### src/core/sag_pkg.sv
package sag_pkg;
   // ****************************************
   // widths
   // ****************************************
   localparam int PA_W   = 20;
   localparam int OFS_W  = 16;
   localparam int SEG_SH = 4;
   localparam logic [15:0] STEP_BYTE = 16'h0001;
   localparam logic [15:0] STEP_WORD = 16'h0002;
   localparam logic [15:0] SP_RST    = 16'h0000;
   localparam logic [15:0] IDX_RST   = 16'h0000;

   // ****************************************
   // reference kinds and segment selects
   // ****************************************
   typedef enum logic [2:0] {
      SAG_REF_FETCH = 3'h0,
      SAG_REF_STACK = 3'h1,
      SAG_REF_VAR   = 3'h2,
      SAG_REF_SRC   = 3'h3,
      SAG_REF_DST   = 3'h4,
      SAG_REF_BP    = 3'h5
   } sag_ref_t;

   typedef enum logic [1:0] {
      SAG_SEG_EXTRA = 2'h0,
      SAG_SEG_CODE  = 2'h1,
      SAG_SEG_STACK = 2'h2,
      SAG_SEG_DATA  = 2'h3
   } sag_seg_t;

   typedef enum logic [4:0] {
      SAG_ST_IDLE  = 5'h01,
      SAG_ST_LO    = 5'h02,
      SAG_ST_HI    = 5'h04,
      SAG_ST_WAIT  = 5'h08,
      SAG_ST_POST  = 5'h10
   } sag_state_t;
endpackage : sag_pkg

### src/core/sag_seg_select.sv
`timescale 1ns/100ps
`default_nettype none
module sag_seg_select
   import sag_pkg::*;
(
   input  wire sag_pkg::sag_ref_t ref_kind,
   input  wire logic              ovr_valid,
   input  wire sag_pkg::sag_seg_t ovr_seg,
   output sag_pkg::sag_seg_t      seg_sel
);
   always_comb begin
      seg_sel = SAG_SEG_DATA;
      unique case (ref_kind)
         SAG_REF_FETCH: seg_sel = SAG_SEG_CODE;
         SAG_REF_STACK: seg_sel = SAG_SEG_STACK;
         SAG_REF_DST:   seg_sel = SAG_SEG_EXTRA;
         SAG_REF_BP:    seg_sel = ovr_valid ? ovr_seg : SAG_SEG_STACK;
         SAG_REF_SRC:   seg_sel = ovr_valid ? ovr_seg : SAG_SEG_DATA;
         default:       seg_sel = ovr_valid ? ovr_seg : SAG_SEG_DATA;
      endcase
   end
endmodule : sag_seg_select
`default_nettype wire

### src/core/sag_phys_add.sv
`timescale 1ns/100ps
`default_nettype none
module sag_phys_add
   import sag_pkg::*;
(
   input  wire logic [15:0] seg_base,
   input  wire logic [15:0] offset,
   output logic [19:0]      phys
);
   // unsigned, base shifted four places; carry out of bit 19 is dropped
   logic [19:0] base_wide;
   assign base_wide = {4'h0, seg_base} << SEG_SH;
   assign phys = base_wide + {4'h0, offset};
endmodule : sag_phys_add
`default_nettype wire

### src/core/sag_agen.sv
`timescale 1ns/100ps
`default_nettype none
// What this block does
// - 20-bit physical address on every memory access
// - segment and offset are unsigned 16-bit
// - address is base shifted four plus offset
// - offset stepping wraps within 64k segment
// - fetches use code segment, no override
// - stack uses stack segment, no override
// - variables default data segment, overridable
// - string source default data, overridable
// - string destination always extra segment
// - base pointer references default stack segment
// - override prefix applies to next instruction
// - string indices step one or two
// - stack is word wide
// - push decrements by two then writes
// - pop reads then increments by two
// - stack items never moved or erased
// - wide bus: even word one cycle
// - wide bus fetch words, odd target byte
// - narrow bus: every access one byte
// - direction flag set means decrement
// - low byte at lower address
module sag_agen
   import sag_pkg::*;
(
   input  wire logic              ref_clk,
   input  wire logic              rst,
   input  wire logic              bus_is_narrow,
   input  wire logic [15:0]       code_segment_base,
   input  wire logic [15:0]       stack_segment_base,
   input  wire logic [15:0]       data_segment_base,
   input  wire logic [15:0]       extra_segment_base,
   input  wire logic [15:0]       instruction_pointer,
   input  wire logic [15:0]       effective_address,
   input  wire logic              req_valid,
   input  wire sag_pkg::sag_ref_t req_kind,
   input  wire logic              req_write,
   input  wire logic              req_word,
   input  wire logic              req_after_jump,
   input  wire logic [15:0]       req_wdata,
   input  wire logic              ovr_set,
   input  wire sag_pkg::sag_seg_t ovr_seg_in,
   input  wire logic              insn_end,
   input  wire logic              direction_flag,
   input  wire logic              sp_load,
   input  wire logic [15:0]       sp_load_val,
   input  wire logic              idx_load,
   input  wire logic [15:0]       src_index_load,
   input  wire logic [15:0]       dst_index_load,
   input  wire logic              mem_ready,
   input  wire logic [15:0]       mem_rdata,
   output logic                   req_ready,
   output logic                   rsp_valid,
   output logic [15:0]            rsp_rdata,
   output logic                   mem_valid,
   output logic [19:0]            mem_addr,
   output logic                   mem_write,
   output logic                   mem_lo_en,
   output logic                   mem_hi_en,
   output logic [15:0]            mem_wdata,
   output logic [15:0]            stack_pointer,
   output logic [15:0]            source_index,
   output logic [15:0]            destination_index
);
   import sag_pkg::*;

   // ****************************************
   // request capture and segment choice
   // ****************************************
   sag_state_t  st_r;
   sag_ref_t    kind_r;
   sag_seg_t    seg_sel;
   logic        ovr_valid_r;
   sag_seg_t    ovr_seg_r;
   logic        write_r;
   logic        word_r;
   logic        split_r;
   logic [15:0] ofs_r;
   logic [15:0] wdata_r;
   logic [15:0] rdata_r;
   logic [15:0] seg_base;
   logic [15:0] cur_ofs;
   logic [19:0] phys;
   logic [15:0] sp_r;
   logic [15:0] si_r;
   logic [15:0] di_r;
   logic [15:0] req_ofs;
   logic        take;

   assign take = req_valid && req_ready;

   // prefix held until the instruction it modifies finishes
   always_ff @(posedge ref_clk) begin
      if (rst) begin
         ovr_valid_r <= 1'b0;
         ovr_seg_r   <= SAG_SEG_DATA;
      end else if (ovr_set) begin
         ovr_valid_r <= 1'b1;
         ovr_seg_r   <= ovr_seg_in;
      end else if (insn_end) begin
         ovr_valid_r <= 1'b0;
      end
   end

   sag_seg_select u_sel (
      .ref_kind  (kind_r),
      .ovr_valid (ovr_valid_r),
      .ovr_seg   (ovr_seg_r),
      .seg_sel   (seg_sel)
   );

   always_comb begin
      seg_base = data_segment_base;
      unique case (seg_sel)
         SAG_SEG_CODE:  seg_base = code_segment_base;
         SAG_SEG_STACK: seg_base = stack_segment_base;
         SAG_SEG_EXTRA: seg_base = extra_segment_base;
         SAG_SEG_DATA:  seg_base = data_segment_base;
      endcase
   end

   // push addresses the slot below the current top
   always_comb begin
      req_ofs = effective_address;
      unique case (req_kind)
         SAG_REF_FETCH: req_ofs = instruction_pointer;
         SAG_REF_STACK: req_ofs = req_write ? (sp_r - STEP_WORD) : sp_r;
         SAG_REF_SRC:   req_ofs = si_r;
         SAG_REF_DST:   req_ofs = di_r;
         default:       req_ofs = effective_address;
      endcase
   end

   // second byte uses offset plus one, wrapped in 16 bits
   assign cur_ofs = (st_r == SAG_ST_HI) ? ofs_r + STEP_BYTE : ofs_r;

   sag_phys_add u_add (
      .seg_base (seg_base),
      .offset   (cur_ofs),
      .phys     (phys)
   );

   // ****************************************
   // bus cycle sequencer
   // ****************************************
   logic lo_en_nxt;
   logic hi_en_nxt;
   logic odd_ofs;
   assign odd_ofs = cur_ofs[0];

   // byte lanes: wide bus picks the lane by address parity
   always_comb begin
      lo_en_nxt = 1'b1;
      hi_en_nxt = 1'b0;
      if (bus_is_narrow) begin
         lo_en_nxt = 1'b1;
         hi_en_nxt = 1'b0;
      end else if (word_r && !split_r) begin
         lo_en_nxt = 1'b1;
         hi_en_nxt = 1'b1;
      end else begin
         lo_en_nxt = !odd_ofs;
         hi_en_nxt = odd_ofs;
      end
   end

   always_ff @(posedge ref_clk) begin
      if (rst) begin
         st_r    <= SAG_ST_IDLE;
         kind_r  <= SAG_REF_VAR;
         write_r <= 1'b0;
         word_r  <= 1'b0;
         split_r <= 1'b0;
         ofs_r   <= IDX_RST;
         wdata_r <= 16'h0000;
      end else begin
         unique case (st_r)
            SAG_ST_IDLE: begin
               if (take) begin
                  kind_r  <= req_kind;
                  write_r <= req_write;
                  // stack items are always whole words
                  word_r  <= req_word || (req_kind == SAG_REF_STACK);
                  // fetch after jump to odd address is a single byte;
                  // narrow bus fetches one byte per request
                  if (req_kind == SAG_REF_FETCH) begin
                     word_r <= !bus_is_narrow && !(req_after_jump && req_ofs[0]);
                  end
                  ofs_r   <= req_ofs;
                  wdata_r <= req_wdata;
                  split_r <= bus_is_narrow || req_ofs[0];
                  st_r    <= SAG_ST_LO;
               end
            end
            SAG_ST_LO: begin
               if (mem_ready) begin
                  st_r <= (word_r && split_r) ? SAG_ST_HI : SAG_ST_POST;
               end
            end
            SAG_ST_HI: begin
               if (mem_ready) begin
                  st_r <= SAG_ST_POST;
               end
            end
            SAG_ST_POST: st_r <= SAG_ST_IDLE;
            default:     st_r <= SAG_ST_IDLE;
         endcase
      end
   end

   // ****************************************
   // bus outputs, registered
   // ****************************************
   logic in_cycle;
   assign in_cycle = (st_r == SAG_ST_LO) || (st_r == SAG_ST_HI);

   always_ff @(posedge ref_clk) begin
      if (rst) begin
         mem_valid <= 1'b0;
         mem_addr  <= 20'h00000;
         mem_write <= 1'b0;
         mem_lo_en <= 1'b0;
         mem_hi_en <= 1'b0;
         mem_wdata <= 16'h0000;
      end else begin
         mem_valid <= in_cycle && !(mem_valid && mem_ready);
         mem_addr  <= phys;
         mem_write <= write_r && in_cycle;
         mem_lo_en <= lo_en_nxt && in_cycle;
         mem_hi_en <= hi_en_nxt && in_cycle;
         // low byte to the lower address; narrow split sends high next
         if (st_r == SAG_ST_HI) begin
            mem_wdata <= {wdata_r[15:8], wdata_r[15:8]};
         end else if (split_r) begin
            mem_wdata <= {wdata_r[7:0], wdata_r[7:0]};
         end else begin
            mem_wdata <= wdata_r;
         end
      end
   end

   // collect read data: lower address byte is the low half
   always_ff @(posedge ref_clk) begin
      if (rst) begin
         rdata_r <= 16'h0000;
      end else if (mem_valid && mem_ready && !mem_write) begin
         if (mem_lo_en && mem_hi_en) begin
            rdata_r <= mem_rdata;
         end else if (st_r == SAG_ST_HI || (st_r == SAG_ST_POST && word_r && split_r)) begin
            rdata_r[15:8] <= mem_hi_en ? mem_rdata[15:8] : mem_rdata[7:0];
         end else begin
            rdata_r[7:0]  <= mem_hi_en ? mem_rdata[15:8] : mem_rdata[7:0];
         end
      end
   end

   always_ff @(posedge ref_clk) begin
      if (rst) begin
         req_ready <= 1'b0;
         rsp_valid <= 1'b0;
         rsp_rdata <= 16'h0000;
      end else begin
         req_ready <= (st_r == SAG_ST_IDLE) && !take;
         rsp_valid <= (st_r == SAG_ST_POST);
         rsp_rdata <= rdata_r;
      end
   end

   // ****************************************
   // pointer and index updates
   // ****************************************
   logic [15:0] str_step;
   assign str_step = word_r ? STEP_WORD : STEP_BYTE;

   // stack memory is never touched besides the addressed word
   always_ff @(posedge ref_clk) begin
      if (rst) begin
         sp_r <= SP_RST;
      end else if (sp_load) begin
         sp_r <= sp_load_val;
      end else if (st_r == SAG_ST_POST && kind_r == SAG_REF_STACK) begin
         sp_r <= write_r ? ofs_r : sp_r + STEP_WORD;
      end
   end

   always_ff @(posedge ref_clk) begin
      if (rst) begin
         si_r <= IDX_RST;
         di_r <= IDX_RST;
      end else if (idx_load) begin
         si_r <= src_index_load;
         di_r <= dst_index_load;
      end else if (st_r == SAG_ST_POST) begin
         if (kind_r == SAG_REF_SRC) begin
            si_r <= direction_flag ? si_r - str_step : si_r + str_step;
         end
         if (kind_r == SAG_REF_DST) begin
            di_r <= direction_flag ? di_r - str_step : di_r + str_step;
         end
      end
   end

   always_ff @(posedge ref_clk) begin
      if (rst) begin
         stack_pointer     <= SP_RST;
         source_index      <= IDX_RST;
         destination_index <= IDX_RST;
      end else begin
         stack_pointer     <= sp_r;
         source_index      <= si_r;
         destination_index <= di_r;
      end
   end

   // ****************************************
   // checks
   // ****************************************
   a_fetch_code_seg: assert property (@(posedge ref_clk) disable iff (rst)
      (kind_r == SAG_REF_FETCH) |-> (seg_sel == SAG_SEG_CODE))
      else $error("fetch not using code segment");
   a_dst_extra_seg: assert property (@(posedge ref_clk) disable iff (rst)
      (kind_r == SAG_REF_DST) |-> (seg_sel == SAG_SEG_EXTRA))
      else $error("string destination not extra segment");
   a_stack_seg: assert property (@(posedge ref_clk) disable iff (rst)
      (kind_r == SAG_REF_STACK) |-> (seg_sel == SAG_SEG_STACK))
      else $error("stack not stack segment");
   a_phys_calc: assert property (@(posedge ref_clk) disable iff (rst)
      in_cycle |=> (mem_addr == (({4'h0, $past(seg_base)} << SEG_SH) + {4'h0, $past(cur_ofs)})))
      else $error("physical address mismatch");
   a_push_sp_dec: assert property (@(posedge ref_clk) disable iff (rst)
      (st_r == SAG_ST_POST && kind_r == SAG_REF_STACK && write_r && !sp_load)
      |=> (sp_r == $past(sp_r) - STEP_WORD))
      else $error("push did not lower pointer by two");
   a_pop_sp_inc: assert property (@(posedge ref_clk) disable iff (rst)
      (st_r == SAG_ST_POST && kind_r == SAG_REF_STACK && !write_r && !sp_load)
      |=> (sp_r == $past(sp_r) + STEP_WORD))
      else $error("pop did not raise pointer by two");
   a_narrow_byte: assert property (@(posedge ref_clk) disable iff (rst)
      (mem_valid && bus_is_narrow) |-> !(mem_lo_en && mem_hi_en))
      else $error("narrow bus word access");
   a_split_next: assert property (@(posedge ref_clk) disable iff (rst)
      (st_r == SAG_ST_LO && mem_ready && word_r && split_r) |=> (cur_ofs == ofs_r + STEP_BYTE))
      else $error("second byte address wrong");
endmodule : sag_agen
`default_nettype wire

### config.mk
export PLATFORM = sky130hd
export DESIGN_NAME = sag_agen
export DESIGN_NICKNAME = d
export VERILOG_FILES = /design/src/core/sag_pkg.sv /design/src/core/sag_seg_select.sv /design/src/core/sag_phys_add.sv /design/src/core/sag_agen.sv
export SDC_FILE = /design/constraint.sdc
export NUM_CORES = 1
export LEC_CHECK = 0
export BUFFER_PORTS_ARGS = -buffer_cell sky130_fd_sc_hd__clkbuf_2
export CORE_ASPECT_RATIO = 0.7
export CORE_UTILIZATION = 60
export CTS_BUF_LIST = sky130_fd_sc_hd__clkbuf_4
export DETAILED_ROUTE_END_ITERATION = 7
export PLACE_DENSITY = 0.89
export SETUP_SLACK_MARGIN = 0.4
export SYNTH_ARGS = -nofsm -noshare
export SYNTH_HDL_FRONTEND = slang
export SYNTH_SLANG_ARGS = --single-unit
### constraint.sdc
create_clock -name ref_clk -period 9.8 [get_ports ref_clk]
set_input_delay 1.96 -clock ref_clk [delete_from_list [all_inputs] [get_ports ref_clk]]
set_output_delay 1.96 -clock ref_clk [all_outputs]
set_load 0.02 [all_outputs]
==> flow_metrics.py, run 1 <==
metrics = {
    "worst_setup_path": {
        "critPathKind": "input port to register",
        "cp-end-kind": "register",
        "path_max_fanout": 34,
        "cp.arrival_ns": 4.97,
        "worst_setup_path_start_kind": "input port",
        "crit_required_ns": 10.37,
    },
    "synthesis": {
        "synth_seq_area_share": 0.372,
        "synthDistinctLibCells": 78,
        "synth-adder-area-share": 0.0538,
        "synth_ff_type": "dfxtp_1",
        "muxShareOfSynthArea": 0.0297,
        "synth_edf_count": 0,
        "synth_xor_area_frac": 0.0438,
        "synth_nets": 1702,
        "synth_top_family_by_area": "simple AND/OR/NAND/NOR gates",
        "synth_area_mm2": 0.0116,
        "async_reset_ff_frac": 0,
        "synth-warning-count": 0,
        "yosys.area_share.simple": 0.228,
        "syn_area_per_cell_um2": 7.93,
        "synth_compound_gate_area_share": 0.227,
        "syn_inst": 1460,
        "ys_seq_elements": 215,
    },
    "sta": {
        "fin_crit_sh": 0.450,
        "fin_crit_ns": 4.41,
        "hold_viol": 0,
        "tightest_slew_ns": 1.09,
        "skew_ns": 0.0510,
        "slew_headroom": 0.267,
        "fmaxAchievable_ghz": 0.227,
        "setup-violations-final": 0,
        "finalSetupTns_ns": 0,
        "slew_viol_final": 0,
        "worst_slack_ns": 5.39,
        "rsz0062_at_grt": "no",
    },
    "worst_hold_path": {
        "hold_path.class": "register to register",
    },
    "finish": {
        "nNetsFinal": 1964,
        "areaGrowthSynthToFinish_pct": 17.9,
        "drive_gt1_frac": 0.233,
        "final_cell_mix": "clkbuf_2 (298), dfxtp_1 (215), nor2_1 (186)",
        "layout_commonest_cell": "clkbuf_2",
        "finalInstanceArea_mm2": 0.0137,
        "final_cells": 2000,
        "utilization": 0.722,
        "num_antenna_cells": 0,
    },
    "detailed_routing": {
        "vias": 11800,
        "totalWireLength_um": 34900,
        "drtIter0Drc": 1253,
        "vias_per_cell": 5.91,
        "firstDrtPassIters": 6,
        "drtAntennaViolNets": 0,
        "drc": 0,
        "wire_per_inst_um": 17.5,
    },
    "flow_run": {
        "maxCapViolCount": 0,
    },
    "clock_tree": {
        "postCtsSetupBuffers": 0,
        "holdBufCountCts": 0,
        "clkLatencyLatePin_ns": 0.66,
        "cts_buffers": 50,
        "cts-resized-gates": 0,
        "htreeDepth": 2,
        "cts_tree": "yes",
        "clock_tree.buffer_depth": 3,
        "clk_pin_slew_ns": 0.07,
        "cts-root-buf": "clkbuf_4",
        "cts_sinks": 215,
    },
    "pwr": {
        "intPower_uw": 1430,
        "p_sw_frac": 0.315,
        "pwr-share-clk": 0.330,
        "seqPwrFrac": 0.463,
        "p_per_area_mw_per_mm2": 152,
        "leakagePower_uw": 0.00596,
        "comb_power_share": 0.207,
        "peakVddDrop_mv": 0.111,
        "power.switching_uw": 655,
    },
    "floorplan": {
        "start_util": 0.612,
        "die_area_mm2": 0.0199,
        "die_h_um": 118,
        "die_w_um": 168,
        "num_rows": 42,
        "core_mm2": 0.0189,
        "pin_count": 300,
    },
    "grt": {
        "antenna_found_initial": 0,
        "grt_usage": 0.340,
        "grt_max_degree": 100,
        "grt_pass1_vias": 10600,
        "grt_pass1_wl_um": 54100,
        "grt-ovfl-total": 0,
    },
    "place": {
        "dpl-instance-area_mm2": 0.0131,
        "place_inst": 1912,
        "portBuffers": 299,
        "pre_cts_ws_ns": 4.83,
        "place_hpwl_um": 25200,
        "gp_congestion": 1.02,
    },
    "status": {
        "status": "complete, no violations",
    },
}
## registers in the layout (all words and copies together), names as in the netlist, 2 cells and up
register and cells:
mem_addr 20, destination_index 16, di_r 16, mem_wdata 16, ofs_r 16, rdata_r 16
rsp_rdata 16, si_r 16, source_index 16, sp_r 16, stack_pointer 16, wdata_r 16
st_r 4, kind_r 3, ovr_seg_r 2
## worst max-delay path, cell delays in order
cell	delay, ns
clkbuf_2	0.08
buf_4	0.38
nor2b_1	0.57
ha_1	0.34
nor2b_1	0.14
o31a_1	0.29
o22a_1	0.22
a21oi_1	0.22
o21ba_2	0.16
mux2_2	0.33
a211oi_1	0.26
## cell usage after synthesis (6+ instances only)
master	n	area, um2
a21oi_1	172	861
a211oi_1	40	300
nand3_1	30	150
dfxtp_1	215	4300
xnor2_1	35	307
nor3_1	32	160
nand3b_1	9	67.6
a31oi_1	8	50.1
o21ai_0	63	315
o211ai_1	22	165
ha_1	45	563
o211a_1	8	80.1
nor2_1	186	698
inv_1	37	139
o22ai_1	24	150
a21o_1	11	82.6
mux2i_1	31	310
nor2b_1	59	369
nand2b_1	13	81.3
clkbuf_1	70	263
o21a_1	8	60.1
nand2_1	157	589
or3_1	10	62.6
xor2_1	23	201
and3_1	15	93.8
buf_1	12	45.0
and4_1	6	52.6
buf_2	12	60.1
## power by group through the flow
| stage | logic, uW | registers, uW | clock network [uW] |
|---|---|---|---|
| 2_1_floorplan | 274 | 986 | 0 |
| 3_3_place_gp | 411 | 979 | 0 |
| 3_5_place_dp | 421 | 981 | 0 |
| 4_1_cts | 424 | 961 | 703 |
| 5_1_grt | 469 | 967 | 750 |
| 6_report | 431 | 964 | 687 |
## path summary, 6_finish.rpt
check / startpoint / end / slack, ns / depth (start not counted)
setup reg to reg: kind_r[0] / mem_addr[18] / 5.40 / 12
setup / recovery: direction_flag / di_r[9] / 5.39 / 11
hold / removal: rdata_r[11] / rsp_rdata[11] / 0.46 / 1
hold reg to reg: rdata_r[11] / rsp_rdata[11] / 0.46 / 1
## kinds of logic after synthesis
group	after synthesis
flip-flops	215
buffers and inverters	135
AO/OA/AOI/OAI	416
AND/OR/NAND/NOR	554
XOR/XNOR	58
multiplexers	34
adder cells (fa/ha/maj)	48
## metal layers
metal | vias to the layer above | track usage | share of wire
met1 | 5392 | 0.481 | 0.44
met2 | 659 | 0.508 | 0.42
met3 | 77 | 0.0770 | 0.11
met4 | 0 | 0.122 | 0.028
li1 | 5697 | - | -
met5 | - | 0 | 0
## area by class of cell
class / count / area, um2
Inverter: 39 / 146
Fill cell: 1537 / 5260
Timing Repair Buffer: 306 / 1560
Clock buffer: 71 / 533
Tap cell: 242 / 303
Clock inverter: 17 / 67.6
Sequential cell: 215 / 4300
Multi-Input combinational cell: 1110 / 6750
## through the flow
step | power [uW] | hold slack (ns)
after floorplan | 1260 | 0.439
after global placement | 1390 | 0.444
after detailed placement | 1400 | 0.454
after CTS | 2090 | 0.465
after global routing | 2190 | 0.483
final | 2080 | 0.459
(Power assumes the default switching activity.)
==> run 2: changes to the inputs <==
--- a/config.mk
+++ b/config.mk
@@ -7,10 +7,10 @@
 export LEC_CHECK = 0
 export BUFFER_PORTS_ARGS = -buffer_cell sky130_fd_sc_hd__clkbuf_2
 export CORE_ASPECT_RATIO = 0.7
-export CORE_UTILIZATION = 60
+export CORE_UTILIZATION = 55
 export CTS_BUF_LIST = sky130_fd_sc_hd__clkbuf_4
 export DETAILED_ROUTE_END_ITERATION = 7
-export PLACE_DENSITY = 0.89
+export PLACE_DENSITY = 0.83
 export SETUP_SLACK_MARGIN = 0.4
 export SYNTH_ARGS = -nofsm -noshare
 export SYNTH_HDL_FRONTEND = slang
==> constraint.sdc (replaced) <==
create_clock -name ref_clk -period 4.26 [get_ports ref_clk]
set_input_delay 0.852 -clock ref_clk [delete_from_list [all_inputs] [get_ports ref_clk]]
set_output_delay 0.852 -clock ref_clk [all_outputs]
set_load 0.02 [all_outputs]
==> flow_metrics.py, run 2 (synthesis results as in run 1) <==
metrics = {
    "grt": {
        "grt_max_degree": 74,
        "grt-ovfl-total": 0,
        "grtUsageMet3": 0.0729,
        "grtUsageMet1": 0.474,
        "grt.met2_usage": 0.479,
        "grt_usage": 0.325,
        "grt_pass1_wl_um": 55100,
        "antenna_found_initial": 0,
        "grt_pass1_vias": 10400,
        "top_usage_layer": "met2",
    },
    "floorplan": {
        "num_rows": 44,
        "pin_count": 300,
        "die_area_mm2": 0.0217,
        "die_h_um": 123,
        "die_w_um": 175,
        "core_mm2": 0.0207,
        "start_util": 0.560,
    },
    "flow_run": {
        "maxCapViolCount": 0,
    },
    "sta": {
        "rsz0062_at_grt": "no",
        "fin_crit_sh": 0.830,
        "fmaxAchievable_ghz": 0.283,
        "skew_ns": 0.0364,
        "slew_viol_final": 0,
        "finalSetupTns_ns": 0,
        "slew_headroom": 0.179,
        "fin_crit_ns": 3.54,
        "hold_viol": 0,
        "setup-violations-final": 0,
        "tightest_slew_ns": 1.22,
        "worst_slack_ns": 0.723,
    },
    "clock_tree": {
        "htreeDepth": 2,
        "clock_tree.buffer_depth": 3,
        "cts_tree": "yes",
        "cts_buffers": 52,
        "cts_sinks": 215,
        "holdBufCountCts": 0,
        "clkLatencyLatePin_ns": 0.67,
        "clk_pin_slew_ns": 0.07,
        "cts-root-buf": "clkbuf_4",
    },
    "detailed_routing": {
        "totalWireLength_um": 36100,
        "drtIter0Drc": 1319,
        "drc": 0,
        "drtAntennaViolNets": 0,
        "vias": 11800,
        "wire_per_inst_um": 17.7,
        "firstDrtPassIters": 5,
        "vias_per_cell": 5.77,
    },
    "finish": {
        "areaGrowthSynthToFinish_pct": 19.1,
        "num_antenna_cells": 0,
        "seq_area_mm2": 0.00430,
        "final_cell_mix": "clkbuf_2 (298), dfxtp_1 (215), nor2_1 (186)",
        "fill_cells": 1823,
        "multiInputGateArea_mm2": 0.00676,
        "largest_reg_flops": 20,
        "nNetsFinal": 1973,
        "regMostFlops": "mem_addr",
        "layout_commonest_cell": "clkbuf_2",
        "drive_gt1_frac": 0.239,
    },
    "pwr": {
        "power.switching_uw": 1520,
        "pwr-share-clk": 0.342,
        "comb_power_share": 0.205,
        "seqPwrFrac": 0.453,
        "intPower_uw": 3380,
        "p_sw_frac": 0.310,
        "leakagePower_uw": 0.00602,
        "peakVddDrop_mv": 0.269,
        "p_per_area_mw_per_mm2": 355,
        "p_total_uw": 4900,
    },
    "worst_setup_path": {
        "critPathKind": "register to register",
        "reg2reg_depth": 16,
        "cp.arrival_ns": 4.05,
        "cp-end-kind": "register",
        "worst_setup_path_start_kind": "register",
        "path_max_fanout": 14,
        "crit_required_ns": 4.77,
    },
    "place": {
        "pre_cts_ws_ns": 0.666,
        "portBuffers": 299,
        "gp_congestion": 0.982,
        "place_hpwl_um": 26700,
    },
    "worst_hold_path": {
        "hold_path_depth": 3,
        "hold_path.class": "input port to register",
    },
    "status": {
        "status": "complete, no violations",
    },
}
[run 2: cell types whose count changed in the layout (fill, tap and decap cells not counted)]
cell and change:
clkinv_1 -5, buf_4 +7, clkinv_2 -1, a21boi_0 -1, a211oi_2 +1, a211oi_1 -1, bufinv_16 +1, clkbuf_4 +4
a21boi_1 +1
[run 2: area by class of cell]
type                            count  area share
Tap cell                          276      0.0250
Clock buffer                       75      0.0408
Multi-Input combinational cell   1110       0.490
Sequential cell                   215       0.312
Timing Repair Buffer              313       0.117
Inverter                           39      0.0106
Clock inverter                     12     0.00535
[run 2: final timing paths]
path | startpoint | end | slack [ns]
worst max-delay path | st_r[2] | mem_addr[19] | 0.72
worst min-delay path | ovr_seg_in[1] | ovr_seg_r[1] | 0.41
worst max register to register | st_r[2] | mem_addr[19] | 0.72
worst min register to register | rdata_r[15] | rsp_rdata[15] | 0.46
[run 2: power by group through the flow]
stage / combinational, uW / clock [uW] / sequential (uW)
floorplan: 631 / 0 / 2270
global placement: 965 / 0 / 2260
detailed placement: 982 / 0 / 2260
CTS: 990 / 1710 / 2210
global route: 1100 / 1830 / 2230
finish: 1010 / 1680 / 2220
[run 2: stage by stage]
| stage | instances | utilization | hold slack, ns | instance area (um2) |
|---|---|---|---|---|
| floorplan | 1460 | - | 0.439 | 11600 |
| detailed placement | 1953 | 0.636 | 0.453 | 13200 |
| global route | 2040 | 0.667 | 0.360 | 13800 |
| finish | 2040 | 0.667 | 0.407 | 13800 |
| global placement | 1953 | 0.636 | 0.447 | 13200 |
| CTS | 2040 | 0.666 | 0.357 | 13800 |
[run 2: repair_timing]
action / in CTS / in global routing
endpoints found under the hold margin: 0 / 0
gates resized for setup: 0 / 2
buffers inserted: 0 / 0
setup endpoints to repair: 0 / 2
[run 2: critical path: stages (launching register included)]
cell,delay (ns)
dfxtp_1,0.43
nand2b_1,0.13
nor3_2,0.14
buf_4,0.23
and3_1,0.22
nand4_1,0.22
nor2_1,0.23
nand2_1,0.09
xnor2_1,0.14
ha_1,0.37
a21o_1,0.20
a31o_2,0.24
a31o_2,0.24
a21oi_1,0.19
nand4b_1,0.15
xnor2_1,0.12
nor2_1,0.05
[run 2: routing by layer]
layer	wire, um	vias up	part of all wire
met3	3870	43	0.11
met5	0	-	0
li1	-	5729	-
met1	16300	5387	0.45
met4	518	0	0.014
met2	15400	616	0.43
